## src/hw/seq_pkg.sv

```systemverilog
package seq_pkg;
   // bias-settle blanking window, in microseconds
   localparam int unsigned BLANK_TIME_US = 20;
   // clock period in nanoseconds
   localparam int unsigned CLK_PERIOD_NS = 10;
   // blanking window in cycles, rounded up
   localparam int unsigned BLANK_CYCLES = (BLANK_TIME_US * 1000 + CLK_PERIOD_NS - 1) / CLK_PERIOD_NS;
   // overtemperature mask at burst start, microseconds
   localparam int unsigned OT_BLANK_TIME_US = 10;
   localparam int unsigned OT_BLANK_CYCLES = (OT_BLANK_TIME_US * 1000 + CLK_PERIOD_NS - 1) / CLK_PERIOD_NS;
   // auto-recovery delay default, milliseconds
   localparam int unsigned RECOVERY_TIME_MS = 1000;
   localparam int unsigned RECOVERY_CYCLES = RECOVERY_TIME_MS * 100000;
   // counter width for all timers
   localparam int unsigned CNT_W = 28;
   // front-stage output codes
   localparam logic [1:0] FS_OFF = 2'h0;
   localparam logic [1:0] FS_ON = 2'h1;
   localparam logic [1:0] FS_HOLD = 2'h2;
   // reset value of the front-stage output
   localparam logic [1:0] FS_RESET = 2'h0;

   // operating states
   typedef enum logic [3:0] {
      ST_POR, ST_CHARGE, ST_WAIT_BULK, ST_RECHARGE, ST_RUN, ST_SKIP, ST_BURST,
      ST_BROWNOUT, ST_LATCH, ST_RECOVER, ST_OFFMODE
   } state_e;

   // supply comparator group
   typedef struct packed {
      logic above_reset;   // supply above supply_reset_level
      logic above_start;   // supply above supply_start_level
      logic above_low;     // supply above supply_low_level
   } supply_s;

   // fault detector group
   typedef struct packed {
      logic severe;        // severe_fault_input
      logic overload;      // overload or output short
      logic overtemp;      // overtemperature, maskable at burst start
   } fault_s;

   // block enable outputs
   typedef struct packed {
      logic analog_bias;      // bias for all analog blocks
      logic severe_fault_input_bias;     // bias for the overvoltage/overtemperature block
      logic fb_supply_bias;   // feedback and supply management bias
      logic startup_source;   // high-voltage start-up source charging
      logic dynamic_self_supply; // start-up source regulated in self-supply mode
      logic bridge_enable;    // bridge_gate_outputs allowed
      logic soft_start;       // one-cycle pulse: regular start with soft-start
   } enables_s;
endpackage

```

## src/hw/resonant_controller_sequencer.sv

```systemverilog
`timescale 1ns/10ps
// Summary of operation
// - supply reset level: bias all, start blanking
// - first start level sets front-stage enable on until supply reset
// - no bulk good: bridge off, self-supply
// - bulk good: recharge, start at level
// - bulk lost: bridge off, fault block unbiased
// - brown-out keeps front-stage enable high
// - waiting bulk good runs self-supply
// - bulk good returns: recharge, rebias, blank
// - restart only via soft-start, clean conditions
// - severe fault in run latches off
// - latch kept by self-supply, reset clears
// - overload stops, self-supply, recovery countdown
// - recovery expiry recharges, rebias, blanks, restarts
// - skip threshold stops pulses, minimal bias
// - skip-exit rebiases all, bridge burst
// - skip exit never uses start-up source
// - burst start masks overtemperature briefly
// - bulk low in burst: brown-out stop
// - brown-out from skip: front-stage hold level
// - supply low in skip enters off-mode
// - feedback release wakes, recharges, restarts
module resonant_controller_sequencer #(
   parameter int unsigned RECOVERY_DELAY = seq_pkg::RECOVERY_CYCLES
) (
   input wire logic clk,
   input wire logic reset_n,
   input wire seq_pkg::supply_s supply_cmp,  // supply threshold comparators
   input wire logic bulk_voltage_good,       // brown-out detector result
   input wire logic feedback_skip,           // feedback at or below skip threshold
   input wire logic feedback_exit,           // feedback at or above skip-exit threshold
   input wire logic feedback_released,       // feedback allowed to rise in off-mode
   input wire seq_pkg::fault_s faults,       // fault detectors
   input wire logic off_mode_enable,         // off-mode option
   output seq_pkg::enables_s enables,        // block enables
   output logic [1:0] front_stage_enable_out, // front-stage enable level
   output seq_pkg::state_e state_out         // current state
);

   ////////////////////////////////////////////////////////////////////////////
   // input synchronisers

   // raw inputs packed as one vector
   localparam int unsigned IN_W = 11;
   logic [IN_W-1:0] raw_in;
   logic [IN_W-1:0] sync1_reg;
   logic [IN_W-1:0] sync2_reg;
   assign raw_in = {supply_cmp, bulk_voltage_good, feedback_skip, feedback_exit,
                    feedback_released, faults, off_mode_enable};

   // two-stage synchroniser, first stage read only by second
   // input synchronisation
   always_ff @(posedge clk) begin
      if (!reset_n) begin
         sync1_reg <= '0;
         sync2_reg <= '0;
      end else begin
         sync1_reg <= raw_in;
         sync2_reg <= sync1_reg;
      end
   end

   // named views of the synchronised inputs
   seq_pkg::supply_s sup;
   seq_pkg::fault_s flt;
   logic bulk_ok;
   logic fb_skip;
   logic fb_exit;
   logic fb_rel;
   logic off_en;
   assign {sup, bulk_ok, fb_skip, fb_exit, fb_rel, flt, off_en} = sync2_reg;

   ////////////////////////////////////////////////////////////////////////////
   // timers

   seq_pkg::state_e state_reg;
   seq_pkg::state_e state_next;
   logic [seq_pkg::CNT_W-1:0] blank_reg;   // bias-settle blanking remaining
   logic [seq_pkg::CNT_W-1:0] ot_blank_reg; // overtemperature mask remaining
   logic [seq_pkg::CNT_W-1:0] rec_reg;     // auto-recovery remaining
   logic blank_start;                      // begin a blanking window
   logic blank_active;
   logic ot_masked;
   logic burst_start;
   logic started_reg;                      // start level already seen once

   assign blank_active = (blank_reg != '0);
   assign ot_masked = (ot_blank_reg != '0);
   assign burst_start = (state_reg == seq_pkg::ST_SKIP) && (state_next == seq_pkg::ST_BURST);

   // blanking window counter
   // blanking window timer
   always_ff @(posedge clk) begin
      if (!reset_n) begin
         blank_reg <= '0;
      end else if (blank_start) begin
         blank_reg <= seq_pkg::CNT_W'(seq_pkg::BLANK_CYCLES);
      end else if (blank_active) begin
         blank_reg <= blank_reg - 1'b1;
      end
   end

   // overtemperature mask counter
   // burst start mask
   always_ff @(posedge clk) begin
      if (!reset_n) begin
         ot_blank_reg <= '0;
      end else if (burst_start) begin
         ot_blank_reg <= seq_pkg::CNT_W'(seq_pkg::OT_BLANK_CYCLES);
      end else if (ot_masked) begin
         ot_blank_reg <= ot_blank_reg - 1'b1;
      end
   end

   // auto-recovery countdown
   // recovery countdown load
   always_ff @(posedge clk) begin
      if (!reset_n) begin
         rec_reg <= '0;
      end else if (state_next == seq_pkg::ST_RECOVER && state_reg != seq_pkg::ST_RECOVER) begin
         rec_reg <= seq_pkg::CNT_W'(RECOVERY_DELAY);
      end else if (rec_reg != '0) begin
         rec_reg <= rec_reg - 1'b1;
      end
   end

   ////////////////////////////////////////////////////////////////////////////
   // state machine

   // faults visible only once blanking is over
   logic ovl;
   logic sev;
   logic otp;
   assign ovl = flt.overload && !blank_active;
   assign sev = flt.severe && !blank_active;
   assign otp = flt.overtemp && !blank_active && !ot_masked;

   // next-state logic
   always_comb begin
      state_next = state_reg;
      blank_start = 1'b0;
      unique case (state_reg)
         seq_pkg::ST_POR: begin
            if (sup.above_reset) begin
               state_next = seq_pkg::ST_CHARGE;
               blank_start = 1'b1;
            end
         end
         // charge to start level
         seq_pkg::ST_CHARGE: begin
            if (sup.above_start && !blank_active) begin
               if (!bulk_ok) begin
                  state_next = seq_pkg::ST_WAIT_BULK;
               end else if (!sev && !ovl && !otp) begin
                  state_next = seq_pkg::ST_RUN;
               end
            end
         end
         // stop condition present after first start level
         seq_pkg::ST_WAIT_BULK: begin
            if (bulk_ok) begin
               state_next = seq_pkg::ST_RECHARGE;
               blank_start = 1'b1;
            end
         end
         // recharge then regular start
         seq_pkg::ST_RECHARGE: begin
            if (!bulk_ok) begin
               state_next = seq_pkg::ST_BROWNOUT;
            end else if (sup.above_start && !blank_active && !sev && !ovl && !otp) begin
               state_next = seq_pkg::ST_RUN;
            end
         end
         // normal switching
         seq_pkg::ST_RUN, seq_pkg::ST_BURST: begin
            if (sev || otp) begin
               state_next = seq_pkg::ST_LATCH;
            end else if (!bulk_ok) begin
               state_next = seq_pkg::ST_BROWNOUT;
            end else if (ovl) begin
               state_next = seq_pkg::ST_RECOVER;
            end else if (fb_skip) begin
               state_next = seq_pkg::ST_SKIP;
            end
         end
         // skip pause, minimal bias
         seq_pkg::ST_SKIP: begin
            if (!sup.above_low && off_en) begin
               state_next = seq_pkg::ST_OFFMODE;
            end else if (fb_exit) begin
               state_next = seq_pkg::ST_BURST;
            end
         end
         // brown-out stop, waiting for bulk good
         seq_pkg::ST_BROWNOUT: begin
            if (bulk_ok) begin
               state_next = seq_pkg::ST_RECHARGE;
               blank_start = 1'b1;
            end
         end
         seq_pkg::ST_LATCH: begin
            state_next = seq_pkg::ST_LATCH;
         end
         // auto-recovery wait
         seq_pkg::ST_RECOVER: begin
            if (rec_reg == seq_pkg::CNT_W'(1)) begin
               state_next = seq_pkg::ST_CHARGE;
               blank_start = 1'b1;
            end
         end
         seq_pkg::ST_OFFMODE: begin
            if (fb_rel) begin
               state_next = seq_pkg::ST_CHARGE;
               blank_start = 1'b1;
            end
         end
         default: begin
            state_next = seq_pkg::ST_POR;
         end
      endcase
      if (!sup.above_reset) begin
         state_next = seq_pkg::ST_POR;
         blank_start = 1'b0;
      end
   end

   // state register
   always_ff @(posedge clk) begin
      if (!reset_n) begin
         state_reg <= seq_pkg::ST_POR;
      end else begin
         state_reg <= state_next;
      end
   end

   // remembers that the start level was crossed once
   // first start level
   always_ff @(posedge clk) begin
      if (!reset_n || !sup.above_reset) begin
         started_reg <= 1'b0;
      end else if (sup.above_start) begin
         started_reg <= 1'b1;
      end
   end

   ////////////////////////////////////////////////////////////////////////////
   // registered outputs

   seq_pkg::enables_s en_next;
   logic [1:0] fs_next;
   logic from_skip_reg;  // brown-out entered from skip or burst

   // remember origin of a brown-out stop
   always_ff @(posedge clk) begin
      if (!reset_n) begin
         from_skip_reg <= 1'b0;
      end else if (state_next == seq_pkg::ST_BROWNOUT && state_reg != seq_pkg::ST_BROWNOUT) begin
         from_skip_reg <= (state_reg == seq_pkg::ST_BURST) || (state_reg == seq_pkg::ST_SKIP);
      end
   end

   // output decode from the next state
   always_comb begin
      en_next = '0;
      fs_next = started_reg || sup.above_start ? seq_pkg::FS_ON : seq_pkg::FS_OFF;
      unique case (state_next)
         seq_pkg::ST_POR: begin
            fs_next = seq_pkg::FS_OFF;
         end
         seq_pkg::ST_CHARGE, seq_pkg::ST_RECHARGE: begin
            en_next = '{analog_bias: 1'b1, severe_fault_input_bias: 1'b1, fb_supply_bias: 1'b1,
                        startup_source: 1'b1, default: 1'b0};
         end
         seq_pkg::ST_WAIT_BULK: begin
            en_next = '{analog_bias: 1'b1, severe_fault_input_bias: 1'b1, fb_supply_bias: 1'b1,
                        dynamic_self_supply: 1'b1, default: 1'b0};
         end
         seq_pkg::ST_RUN, seq_pkg::ST_BURST: begin
            en_next = '{analog_bias: 1'b1, severe_fault_input_bias: 1'b1, fb_supply_bias: 1'b1,
                        bridge_enable: 1'b1, default: 1'b0};
            en_next.soft_start = (state_reg == seq_pkg::ST_CHARGE) ||
                                 (state_reg == seq_pkg::ST_RECHARGE);
         end
         seq_pkg::ST_SKIP: begin
            en_next.fb_supply_bias = 1'b1;
         end
         seq_pkg::ST_BROWNOUT: begin
            en_next = '{analog_bias: 1'b1, fb_supply_bias: 1'b1,
                        dynamic_self_supply: 1'b1, default: 1'b0};
            // front stage kept on, or at hold level when the stop came from skip or burst
            // origin flag is only current once the stop has been entered
            if (state_reg == seq_pkg::ST_BROWNOUT) begin
               fs_next = from_skip_reg ? seq_pkg::FS_HOLD : seq_pkg::FS_ON;
            end else begin
               fs_next = (state_reg == seq_pkg::ST_BURST || state_reg == seq_pkg::ST_SKIP) ?
                         seq_pkg::FS_HOLD : seq_pkg::FS_ON;
            end
         end
         seq_pkg::ST_LATCH, seq_pkg::ST_RECOVER, seq_pkg::ST_OFFMODE: begin
            en_next.dynamic_self_supply = 1'b1;
         end
         default: begin
            en_next = '0;
         end
      endcase
   end

   // output flip-flops
   always_ff @(posedge clk) begin
      if (!reset_n) begin
         enables <= '0;
         front_stage_enable_out <= seq_pkg::FS_RESET;
         state_out <= seq_pkg::ST_POR;
      end else begin
         enables <= en_next;
         front_stage_enable_out <= fs_next;
         state_out <= state_next;
      end
   end

   ////////////////////////////////////////////////////////////////////////////
   // assertions

   // bridge never on without bulk good, except a skip burst that checks bulk itself
   bridge_bulk_gate_a: assert property (@(posedge clk) disable iff (!reset_n)
      ($rose(enables.bridge_enable) && state_out != seq_pkg::ST_BURST) |-> $past(bulk_ok))
      else $error("bridge enabled without bulk good");

   // latch persists while supply above reset level
   latch_hold_a: assert property (@(posedge clk) disable iff (!reset_n)
      (state_reg == seq_pkg::ST_LATCH && sup.above_reset) |=> state_reg == seq_pkg::ST_LATCH)
      else $error("latch left early");

   // severe fault in run latches off
   severe_latch_a: assert property (@(posedge clk) disable iff (!reset_n)
      (state_reg == seq_pkg::ST_RUN && sev && sup.above_reset) |=> state_reg == seq_pkg::ST_LATCH)
      else $error("severe fault not latched");

   // skip exit never enables start-up source
   skip_no_source_a: assert property (@(posedge clk) disable iff (!reset_n)
      (state_reg == seq_pkg::ST_SKIP && state_next == seq_pkg::ST_BURST) |=> !enables.startup_source)
      else $error("start-up source on at skip exit");

   // no start while blanking
   blank_no_run_a: assert property (@(posedge clk) disable iff (!reset_n)
      (blank_active && state_reg == seq_pkg::ST_CHARGE) |=> state_reg != seq_pkg::ST_RUN)
      else $error("started during blanking");

   // brown-out from burst drives hold level
   hold_level_a: assert property (@(posedge clk) disable iff (!reset_n)
      (state_reg == seq_pkg::ST_BURST && state_next == seq_pkg::ST_BROWNOUT)
      |=> front_stage_enable_out == seq_pkg::FS_HOLD)
      else $error("hold level missing");

   // skip keeps feedback and supply bias on, with analog bias and bridge off
   skip_bias_a: assert property (@(posedge clk) disable iff (!reset_n)
      (state_out == seq_pkg::ST_SKIP) |-> (enables.fb_supply_bias && !enables.analog_bias
                                           && !enables.bridge_enable))
      else $error("skip bias wrong");

   // blanking starts at reset level crossing
   blank_load_a: assert property (@(posedge clk) disable iff (!reset_n)
      (state_reg == seq_pkg::ST_POR && sup.above_reset) |=> blank_active ##1 blank_active)
      else $error("blanking not started");

endmodule // resonant_controller_sequencer

```

## config.mk

```make
export PLATFORM = sky130hd
export DESIGN_NAME = resonant_controller_sequencer
export DESIGN_NICKNAME = d
export VERILOG_FILES = /design/src/hw/seq_pkg.sv /design/src/hw/resonant_controller_sequencer.sv
export SDC_FILE = /design/constraint.sdc
export NUM_CORES = 1
export LEC_CHECK = 0
export BUFFER_PORTS_ARGS = -buffer_cell sky130_fd_sc_hd__buf_2
export CAP_MARGIN = 40
export CORE_MARGIN = 8
export CORE_UTILIZATION = 40
export DETAILED_ROUTE_END_ITERATION = 12
export GPL_ROUTABILITY_DRIVEN = 0
export PLACE_DENSITY = 0.55
export SKIP_CTS_REPAIR_TIMING = 1
export SLEW_MARGIN = 40
export SYNTH_ARGS = -nofsm -noshare
export SYNTH_HDL_FRONTEND = slang
export SYNTH_SLANG_ARGS = --single-unit
```

## constraint.sdc

```tcl
create_clock -name clk -period 4 [get_ports clk]
set_input_delay 1 -clock clk [delete_from_list [all_inputs] [get_ports clk]]
set_output_delay 1 -clock clk [all_outputs]
set_load 0.005 [all_outputs]
```

==> results of run 1 <==
-- stage by stage --
stage,setup WS (ns),power [W],util (%)
after CTS,0.412,0.00548,47.2
final,0.395,0.00543,47.2
after floorplan,0.776,0.00351,-
after global placement,0.558,0.00384,42.5
after global routing,0.175,0.00586,47.2
after detailed placement,0.420,0.00390,42.5
-- worst max-delay path by stage --
stage | to | slack [ns]
6_report | ot_blank_reg[1]$_SDFFE_PP0P_ | 0.39
5_1_grt | rec_reg[24]$_SDFFE_PN0P_ | 0.17
4_1_cts | rec_reg[22]$_SDFFE_PN0P_ | 0.41
3_5_place_dp | rec_reg[22]$_SDFFE_PN0P_ | 0.42
3_3_place_gp | rec_reg[22]$_SDFFE_PN0P_ | 0.56
2_1_floorplan | rec_reg[27]$_SDFFE_PP0P_ | 0.78
-- area by class of cell --
class,instances,area [µm²]
Timing Repair Buffer,28,148
Multi-Input combinational cell,441,2700
Clock inverter,12,150
Fill cell,1324,6880
Inverter,14,52.6
Clock buffer,19,453
Sequential cell,121,2420
Tap cell,176,220
-- cells by family after synthesis --
group	Yosys count	synth area share (%)
buffers and inverters	33	2.80
adder cells (fa/ha/maj)	6	1.43
AND/OR/NAND/NOR	272	27.0
AO/OA/AOI/OAI	95	11.5
flip-flops	121	46.0
XOR/XNOR	68	11.3
-- cell usage in the layout, fill, tap and decap left out, drive strengths merged, types with 4 or more instances in the layout --
master and n:
o21ai 28, clkinv 7, and2 27, nor2b 6, dfxtp 121, a31oi 5, clkbuf 19, buf 28
or2 8, nand2b 5, nor2 92, or4 14, a21oi 30, nand4 4, nor3 27, inv 13
nand3 7, a211oi 5, xor2 24, ha 6, xnor2 44, nor4 24, or3 11, nand2 33
-- power groups by stage --
stage                     registers [W]  clock network [W]  logic [W]
after floorplan                 0.00182                  0    0.00168
after global placement          0.00188                  0    0.00196
after detailed placement        0.00189                  0    0.00201
after CTS                       0.00188            0.00157    0.00203
after global routing            0.00194            0.00164    0.00229
final                           0.00188            0.00154    0.00202
-- worst max-delay path: cells and delay by family, from the launching register on --
family / cells / cell delay [ns]
compound gates: 3 / 1.05
fa+ha+maj: 1 / 0.16
buf+inv: 1 / 0.11
flops: 1 / 0.31
simple gates: 5 / 1.88
-- metal layers --
layer / GRT usage [%] / up-vias
met4: 6.14 / 0
met2: 22.5 / 53
met5: 0 / -
li1: - / 2132
met1: 16.5 / 1923
met3: 4.10 / 12
==> results by group, run 1 <==
Die
  – Die Width: about 130 µm
  – Starting density of the core: between 40 and 50%
  – Core area: 13000 µm²
  – Site row count: 42
  – Area of the die: approximately 17000 µm²
  – Die height: ~130 µm
  – I/O pin total: 26

Worst hold path
  – Hold Path Sink: sync2_reg[9]$_SDFF_PN0_
  – Hold/Removal Path Class: flip-flop to flip-flop
  – Hold Path Origin: sync1_reg[9]$_SDFF_PN0_
  – Hold depth: 1

Power
  – Clock share of power: 28.3%
  – Pwr per Cell Area: ~880 nW/µm²
  – Switch share: 36.2%
  – Gate power share: 37.1%
  – Worst vdd ir: 0.318 mV
  – Leakage Power: between 2 and 2.5 nW
  – Cell internal pwr: roughly 0.0035 W
  – Sw Pwr: approximately 0.0020 W
  – Sequential power share: 34.6%

Route
  – M1 WL: approximately 5400 µm
  – WL final: ~11000 µm
  – Routed wire length on met3: between 300 and 400 µm
  – DR top layer: met4
  – Routed len/inst: 13.4 µm
  – DR vias/cell: about 5.1
  – Via count: around 4100
  – DR WL met2: roughly 5000 µm
  – ANT nets after route: 0
  – 1st-pass router iterations: 4
  – Remaining DRCs: 0
  – Initial DRC count: 163

Critical path
  – Worst reg2reg endpoint: ot_blank_reg[1]$_SDFFE_PP0P_
  – CP required: around 4.3 ns
  – Critical Path Max Stage Delay: between 0.5 and 0.6 ns
  – Worst EP arrival: roughly 4 ns
  – Crit Path Max Fanout: 22
  – Reg-to-reg slack, setup: ~0.4 ns
  – FF-to-FF Start: blank_reg[0]$_SDFFE_PP0P_
  – R2r worst-path depth: 10
  – Worst-path cell chain: inv_1, ha_1, or3b_2, or4_4, nor4_1, o21ai_0, a211oi_2, nand4b_1, nand2_2, a211oi_1
  – Crit start category: flip-flop
  – CP Class: flip-flop to flip-flop
  – Crit path launch: blank_reg[0]$_SDFFE_PP0P_
  – Setup crit end kind: flip-flop
  – Slowest stage cell, crit path: a211oi_2

Cells and area
  – Layout cells sized above 1: approximately an eighth
  – Area Growth Syn to Fin: 16.7%
  – Non-filler instance count after layout: between 800 and 900
  – # diodes: 0
  – Finished Cell Area: about 6100 µm²
  – Final nets: between 600 and 700

Synth
  – Synth area leader: dfxtp_1
  – Synthesized area: between 5000 and 6000 µm²
  – Post-synth ARST share: 0%
  – Syn Nets: between 600 and 700
  – Syn Area/Cell: 8.85 µm²
  – Most numerous cell in the Yosys netlist: dfxtp_1
  – Post-synth top flop: dfxtp_1
  – Flops & latches, synth: 121
  – Synth unique cells: 56
  – Top cell type's share of synthesized area: 46.0%
  – Seq/Total Area, Yosys: a little under half
  – Synth area leaders: dfxtp_1 46%, xnor2_1 7.3%, nor2_1 6.6%
  – Most frequent cells after synthesis: 121 x dfxtp_1, 92 x nor2_1, 44 x xnor2_1
  – Yosys warns: 0
  – Syn Inst Count: 595
  – Post-synth EDFFs: 0

CTS
  – Root cell of the clock tree: clkbuf_16
  – H-tree level count: 4
  – Clk buf depth: 2
  – CTS tree: yes
  – Worst-skew pair later-pin latency: roughly 0.40 ns
  – Worst-path clk slew: approximately 0.05 ns
  – CTS buffer count: 17
  – CTS Sinks: approximately 120

Run status
  – Status: complete, no violations

STA
  – RSZ-0062 raised after global routing: no
  – Setup_tns: 0 ns
  – Worst slew pin tran: 0.800 ns
  – Max Freq: 277 MHz
  – Final worst path period share: 90.1%
  – Slew margin rel.: between 40% and 50%
  – Final Max Slew Viols: 0
  – Min cycle time layout: about 3.6 ns
  – Final Hold Fails: 0
  – Final setup violation count: 0
  – WHS: approximately 0.43 ns
  – Skew final: just under 0.007 ns

Run
  – Maxcap violations: 0

Placed design
  – Port-buffer cells: 25
  – Dpl cell area: between 5000 and 6000 µm²
  – Placed insts: 780
  – Dpl hpwl: about 7500 µm

Global route
  – Total track usage: about 14%
  – GRT overflow: 0
  – Global-route wire length before repair: around 19000 µm
  – Largest net degree at the start of global routing: 31
  – Vias in the first global route: 4171
  – Antenna violations before repair: 0
Power figures use the tool's default switching activity.
==> run 2, diff against run 1 <==
--- a/config.mk
+++ b/config.mk
@@ -8,10 +8,10 @@
 export BUFFER_PORTS_ARGS = -buffer_cell sky130_fd_sc_hd__buf_2
 export CAP_MARGIN = 40
 export CORE_MARGIN = 8
-export CORE_UTILIZATION = 40
+export CORE_UTILIZATION = 50
 export DETAILED_ROUTE_END_ITERATION = 12
 export GPL_ROUTABILITY_DRIVEN = 0
-export PLACE_DENSITY = 0.55
+export PLACE_DENSITY = 0.66
 export SKIP_CTS_REPAIR_TIMING = 1
 export SLEW_MARGIN = 40
 export SYNTH_ARGS = -nofsm -noshare
==> results by group, run 2 (synthesis gave the netlist of run 1 again) <==
Route
  – ANT nets after route: 0
  – Initial DRC count: between 100 and 150
  – DR vias/cell: around 5.4
  – Routed len/inst: 13.5 µm
  – 1st-pass router iterations: 4
  – WL final: approximately 10000 µm
  – Remaining DRCs: 0
  – Via count: between 4000 and 5000

Critical path
  – Setup crit end kind: flip-flop
  – Worst Setup EP: ot_blank_reg[1]$_SDFFE_PP0P_
  – FF-to-FF Start: blank_reg[19]$_SDFFE_PP0P_
  – CP required: 4.38 ns
  – Crit Path Max Fanout: 22
  – Worst EP arrival: roughly 4.1 ns
  – Crit path launch: blank_reg[19]$_SDFFE_PP0P_
  – Crit start category: flip-flop
  – CP Class: flip-flop to flip-flop
  – R2r worst-path depth: 8
  – Reg-to-reg slack, setup: a little over 0.3 ns
  – Worst reg2reg endpoint: ot_blank_reg[1]$_SDFFE_PP0P_

STA
  – Final worst path period share: between 90 and 100%
  – Min cycle time layout: about 3.7 ns
  – Skew final: roughly 0.0076 ns
  – Setup_tns: 0 ns
  – Worst slew pin tran: ~0.78 ns
  – Final Max Slew Viols: 0
  – Final Hold Fails: 0
  – Final setup violation count: 0
  – Slew margin rel.: 47.4%
  – Max Freq: 271 MHz
  – RSZ-0062 raised after global routing: no

Die
  – Die height: ~120 µm
  – Die Width: around 120 µm
  – Site row count: 37
  – Area of the die: between 10000 and 15000 µm²
  – Starting density of the core: around half
  – Core area: 10300 µm²
  – I/O pin total: 26

Placed design
  – Dpl hpwl: 7140 µm
  – Placed insts: 740
  – Port-buffer cells: 25

Global route
  – Global-route wire length before repair: about 18000 µm
  – Total track usage: approximately 16%
  – Antenna violations before repair: 0
  – GRT overflow: 0
  – Largest net degree at the start of global routing: 31
  – Vias in the first global route: 4022

CTS
  – Worst-path clk slew: 0.06 ns
  – CTS tree: yes
  – H-tree level count: 4
  – Clk buf depth: 2
  – CTS Sinks: approximately 120
  – CTS buffer count: 17
  – Worst-skew pair later-pin latency: between 0.5 and 0.6 ns
  – Root cell of the clock tree: clkbuf_8

Cells and area
  – Filler Cells Inserted: about 900
  – Commonest non-fill, non-tap cell in the layout: dfxtp_1
  – # diodes: 0
  – Layout cells sized above 1: 11.9%
  – Non-filler instance count after layout: between 700 and 800
  – Final nets: ~640
  – Commonest cells after routing, fill and taps aside: 121 x dfxtp_1, 92 x nor2_1, 44 x xnor2_1, 32 x nand2_1, 30 x a21oi_1
  – Area Growth Syn to Fin: 14.9%

Run status
  – Status: complete, no violations

Worst hold path
  – Hold/Removal Path Class: flip-flop to flip-flop

Run
  – Maxcap violations: 0

Power
  – Leakage Power: around 2.4 nW
  – Total power: 0.00532 W
  – Pwr per Cell Area: 880 nW/µm²
  – Worst vdd ir: ~0.4 mV
## run 2: cell count changes in the layout (fill, tap and decap cells not counted), sizes merged
cell | before | now
bufinv | 3 | 2
clkinv | 7 | 6
clkbuf | 19 | 21
inv | 13 | 14
## run 2: worst min-delay path by stage
| stage | cells after the start | to | startpoint | slack (ns) |
|---|---|---|---|---|
| after floorplan | 1 | sync2_reg[0]$_SDFF_PN0_ | sync1_reg[0]$_SDFF_PN0_ | 0.41 |
| after global placement | 1 | sync2_reg[1]$_SDFF_PN0_ | sync1_reg[1]$_SDFF_PN0_ | 0.41 |
| after detailed placement | 1 | sync2_reg[3]$_SDFF_PN0_ | sync1_reg[3]$_SDFF_PN0_ | 0.42 |
| after CTS | 1 | sync2_reg[7]$_SDFF_PN0_ | sync1_reg[7]$_SDFF_PN0_ | 0.44 |
| after global routing | 1 | sync2_reg[2]$_SDFF_PN0_ | sync1_reg[2]$_SDFF_PN0_ | 0.46 |
| final | 1 | sync2_reg[2]$_SDFF_PN0_ | sync1_reg[2]$_SDFF_PN0_ | 0.43 |
## run 2: stage by stage
step / hold WS (ns) / setup slack, ns / utilization, % / instance area, µm²
2_1_floorplan: 0.412 / 0.776 / - / 5270
3_3_place_gp: 0.415 / 0.541 / 53.4 / 5490
3_5_place_dp: 0.421 / 0.394 / 53.4 / 5490
4_1_cts: 0.436 / 0.386 / 58.9 / 6050
5_1_grt: 0.455 / 0.111 / 58.9 / 6050
6_report: 0.434 / 0.310 / 58.9 / 6050
## run 2: area by class of cell
type	instances	area (µm²)	share of cell area, %
well taps	136	170	2.81
clock inverters	11	124	2.05
flip-flops and latches	121	2420	40.0
clock buffers	21	439	7.26
inverters	14	52.6	0.868
multi-input cells	441	2700	44.6
repair buffers	28	148	2.44
## run 2: report_power, final
group | switching [W] | internal (W) | total [W]
sequential | 0.000326 | 0.00155 | 0.00188
clock | 0.000532 | 0.000900 | 0.00143
combinational | 0.00110 | 0.000913 | 0.00202
total | 0.00196 | 0.00336 | 0.00532
## run 2: layer usage
| metal | track usage (%) | vias up | part of all wire [%] |
|---|---|---|---|
| li1 | - | 2135 | - |
| met3 | 4.38 | 21 | 4.1 |
| met5 | 0 | - | 0 |
| met1 | 19.2 | 1939 | 49 |
| met2 | 24.1 | 78 | 45 |
| met4 | 8.38 | 0 | 2.0 |
## run 2: critical path: stages (launching register included)
cell and delay (ns):
dfxtp_1 0.36, or4_4 0.58, or4_4 0.51, or3_1 0.55, nor4_1 0.42, a211oi_2 0.15, nand4b_1 0.42, nand2_2 0.47
a211oi_1 0.10
==> run 3, diff against run 2 <==
--- a/config.mk
+++ b/config.mk
@@ -11,7 +11,9 @@
 export CORE_UTILIZATION = 50
 export DETAILED_ROUTE_END_ITERATION = 12
 export GPL_ROUTABILITY_DRIVEN = 0
+export GPL_TIMING_DRIVEN = 0
 export PLACE_DENSITY = 0.66
+export REMOVE_ABC_BUFFERS = 1
 export SKIP_CTS_REPAIR_TIMING = 1
 export SLEW_MARGIN = 40
 export SYNTH_ARGS = -nofsm -noshare
==> constraint.sdc (replaced) <==
create_clock -name clk -period 3.8 [get_ports clk]
set_input_delay 0.95 -clock clk [delete_from_list [all_inputs] [get_ports clk]]
set_output_delay 0.95 -clock clk [all_outputs]
set_load 0.005 [all_outputs]
==> results by group, run 3 (synthesis gave the netlist of run 1 again) <==
Cells and area
  – Final nets: between 600 and 700
  – Commonest cells after routing, fill and taps aside: 121 x dfxtp_1, 92 x nor2_1, 44 x xnor2_1, 32 x nand2_1, 30 x a21oi_1
  – Area Growth Syn to Fin: 16.6%
  – Multi-input logic area: approximately 2700 µm²
  – Layout cells sized above 1: 12.6%
  – Final Util: 59.7%
  – Filler Cells Inserted: a little over 900
  – Finished Cell Area: around 6100 µm²
  – # diodes: 0
  – Commonest non-fill, non-tap cell in the layout: dfxtp_1
  – Sequential Area: 2420 µm²

Route
  – Initial DRC count: 155
  – Routed len/inst: approximately 14 µm
  – DR vias/cell: ~5.5
  – WL final: 10800 µm
  – ANT nets after route: 0
  – Remaining DRCs: 0
  – Via count: 4207
  – 1st-pass router iterations: 4

STA
  – Slew margin rel.: about 44%
  – Final setup violation count: 0
  – RSZ-0062 raised after global routing: no
  – Skew final: between 0.008 and 0.009 ns
  – Final worst path period share: between 90% and 100%
  – Min cycle time layout: between 3 and 4 ns
  – Max Freq: 284 MHz
  – Final Max Slew Viols: 0
  – Worst slew pin tran: around 0.83 ns
  – Final Hold Fails: 0

Die
  – Die height: 119 µm
  – Die Width: roughly 120 µm
  – I/O pin total: 26
  – Site row count: 37
  – Core area: about 10000 µm²
  – Area of the die: about 14000 µm²
  – Starting density of the core: 51.2%

Placed design
  – Port-buffer cells: 25
  – Dpl cell area: about 5500 µm²
  – Dpl hpwl: around 7500 µm

CTS
  – CTS tree: yes
  – CTS buffer count: 17
  – Worst-skew pair later-pin latency: around 0.51 ns
  – H-tree level count: 4
  – Worst-path clk slew: about 0.06 ns
  – Root cell of the clock tree: clkbuf_8
  – Clk buf depth: 2
  – CTS Sinks: 121

Global route
  – Total track usage: between 15 and 20%
  – GRT overflow: 0
  – Antenna violations before repair: 0
  – Largest net degree at the start of global routing: 31
  – Global-route wire length before repair: roughly 18000 µm
  – Vias in the first global route: 4122

Critical path
  – Crit start category: flip-flop
  – Setup crit end kind: flip-flop
  – Crit Path Max Fanout: 22
  – CP Class: flip-flop to flip-flop
  – Crit path launch: blank_reg[19]$_SDFFE_PP0P_
  – FF-to-FF Start: blank_reg[19]$_SDFFE_PP0P_
  – Worst EP arrival: around 3.9 ns
  – CP required: 4.19 ns

Power
  – Worst vdd ir: ~0.43 mV
  – Leakage Power: around 2.4 nW
  – Pwr per Cell Area: 952 nW/µm²

Run
  – Maxcap violations: 0

Worst hold path
  – Hold Path Origin: sync1_reg[7]$_SDFF_PN0_
  – Hold/Removal Path Class: flip-flop to flip-flop

Run status
  – Status: complete, no violations
-- run 3: area by class of cell --
type | instances | area share (%)
multi-input combinational | 441 | 44.2
sequential | 121 | 39.5
clock buffer | 20 | 7.25
clock inverter | 12 | 3.20
tap | 136 | 2.77
timing repair buffer | 27 | 2.28
inverter | 14 | 0.856
-- run 3: through the flow --
step	cells	worst slack [ns]	hold slack [ns]	TNS (ns)	total power, W
6_report	771	0.283	0.430	0	0.00585
5_1_grt	771	0.0493	0.461	0	0.00626
4_1_cts	769	-0.214	0.437	-1.25	0.00586
3_5_place_dp	737	-0.188	0.423	-0.878	0.00410
3_3_place_gp	737	-0.167	0.413	-0.710	0.00401
2_1_floorplan	576	0.592	0.412	0	0.00366
-- run 3: layer usage --
metal | track usage, % | vias up | part of all wire [%]
li1 | - | 2140 | -
met1 | 18.7 | 1981 | 46
met2 | 25.9 | 73 | 49
met3 | 4.76 | 13 | 4.0
met4 | 6.56 | 0 | 1.3
met5 | 0 | - | 0
-- run 3: final timing paths --
| kind | slack (ns) | depth (start not counted) | end |
|---|---|---|---|
| min | 0.43 | 1 | sync2_reg[7]$_SDFF_PN0_ |
| max | 0.28 | 8 | ot_blank_reg[21]$_SDFFE_PP0P_ |
| max reg2reg | 0.28 | 8 | ot_blank_reg[21]$_SDFFE_PP0P_ |
| min reg2reg | 0.43 | 1 | sync2_reg[7]$_SDFF_PN0_ |
-- run 3: critical path, stage by stage (launching register included) --
cell and delay, ns:
dfxtp_1 0.35, or4_4 0.57, or4_4 0.52, or3_1 0.56, nor4_1 0.38, a211oi_2 0.08, nand4b_1 0.44, nand2_4 0.38
nor2_1 0.09
-- run 3: power by group --
group	switching [W]	leakage, nW	total [W]	internal (W)
clock	0.000555	0.307	0.00172	0.00116
combinational	0.00120	1.12	0.00215	0.000952
sequential	0.000348	0.990	0.00198	0.00163
total	0.00210	2.42	0.00585	0.00375
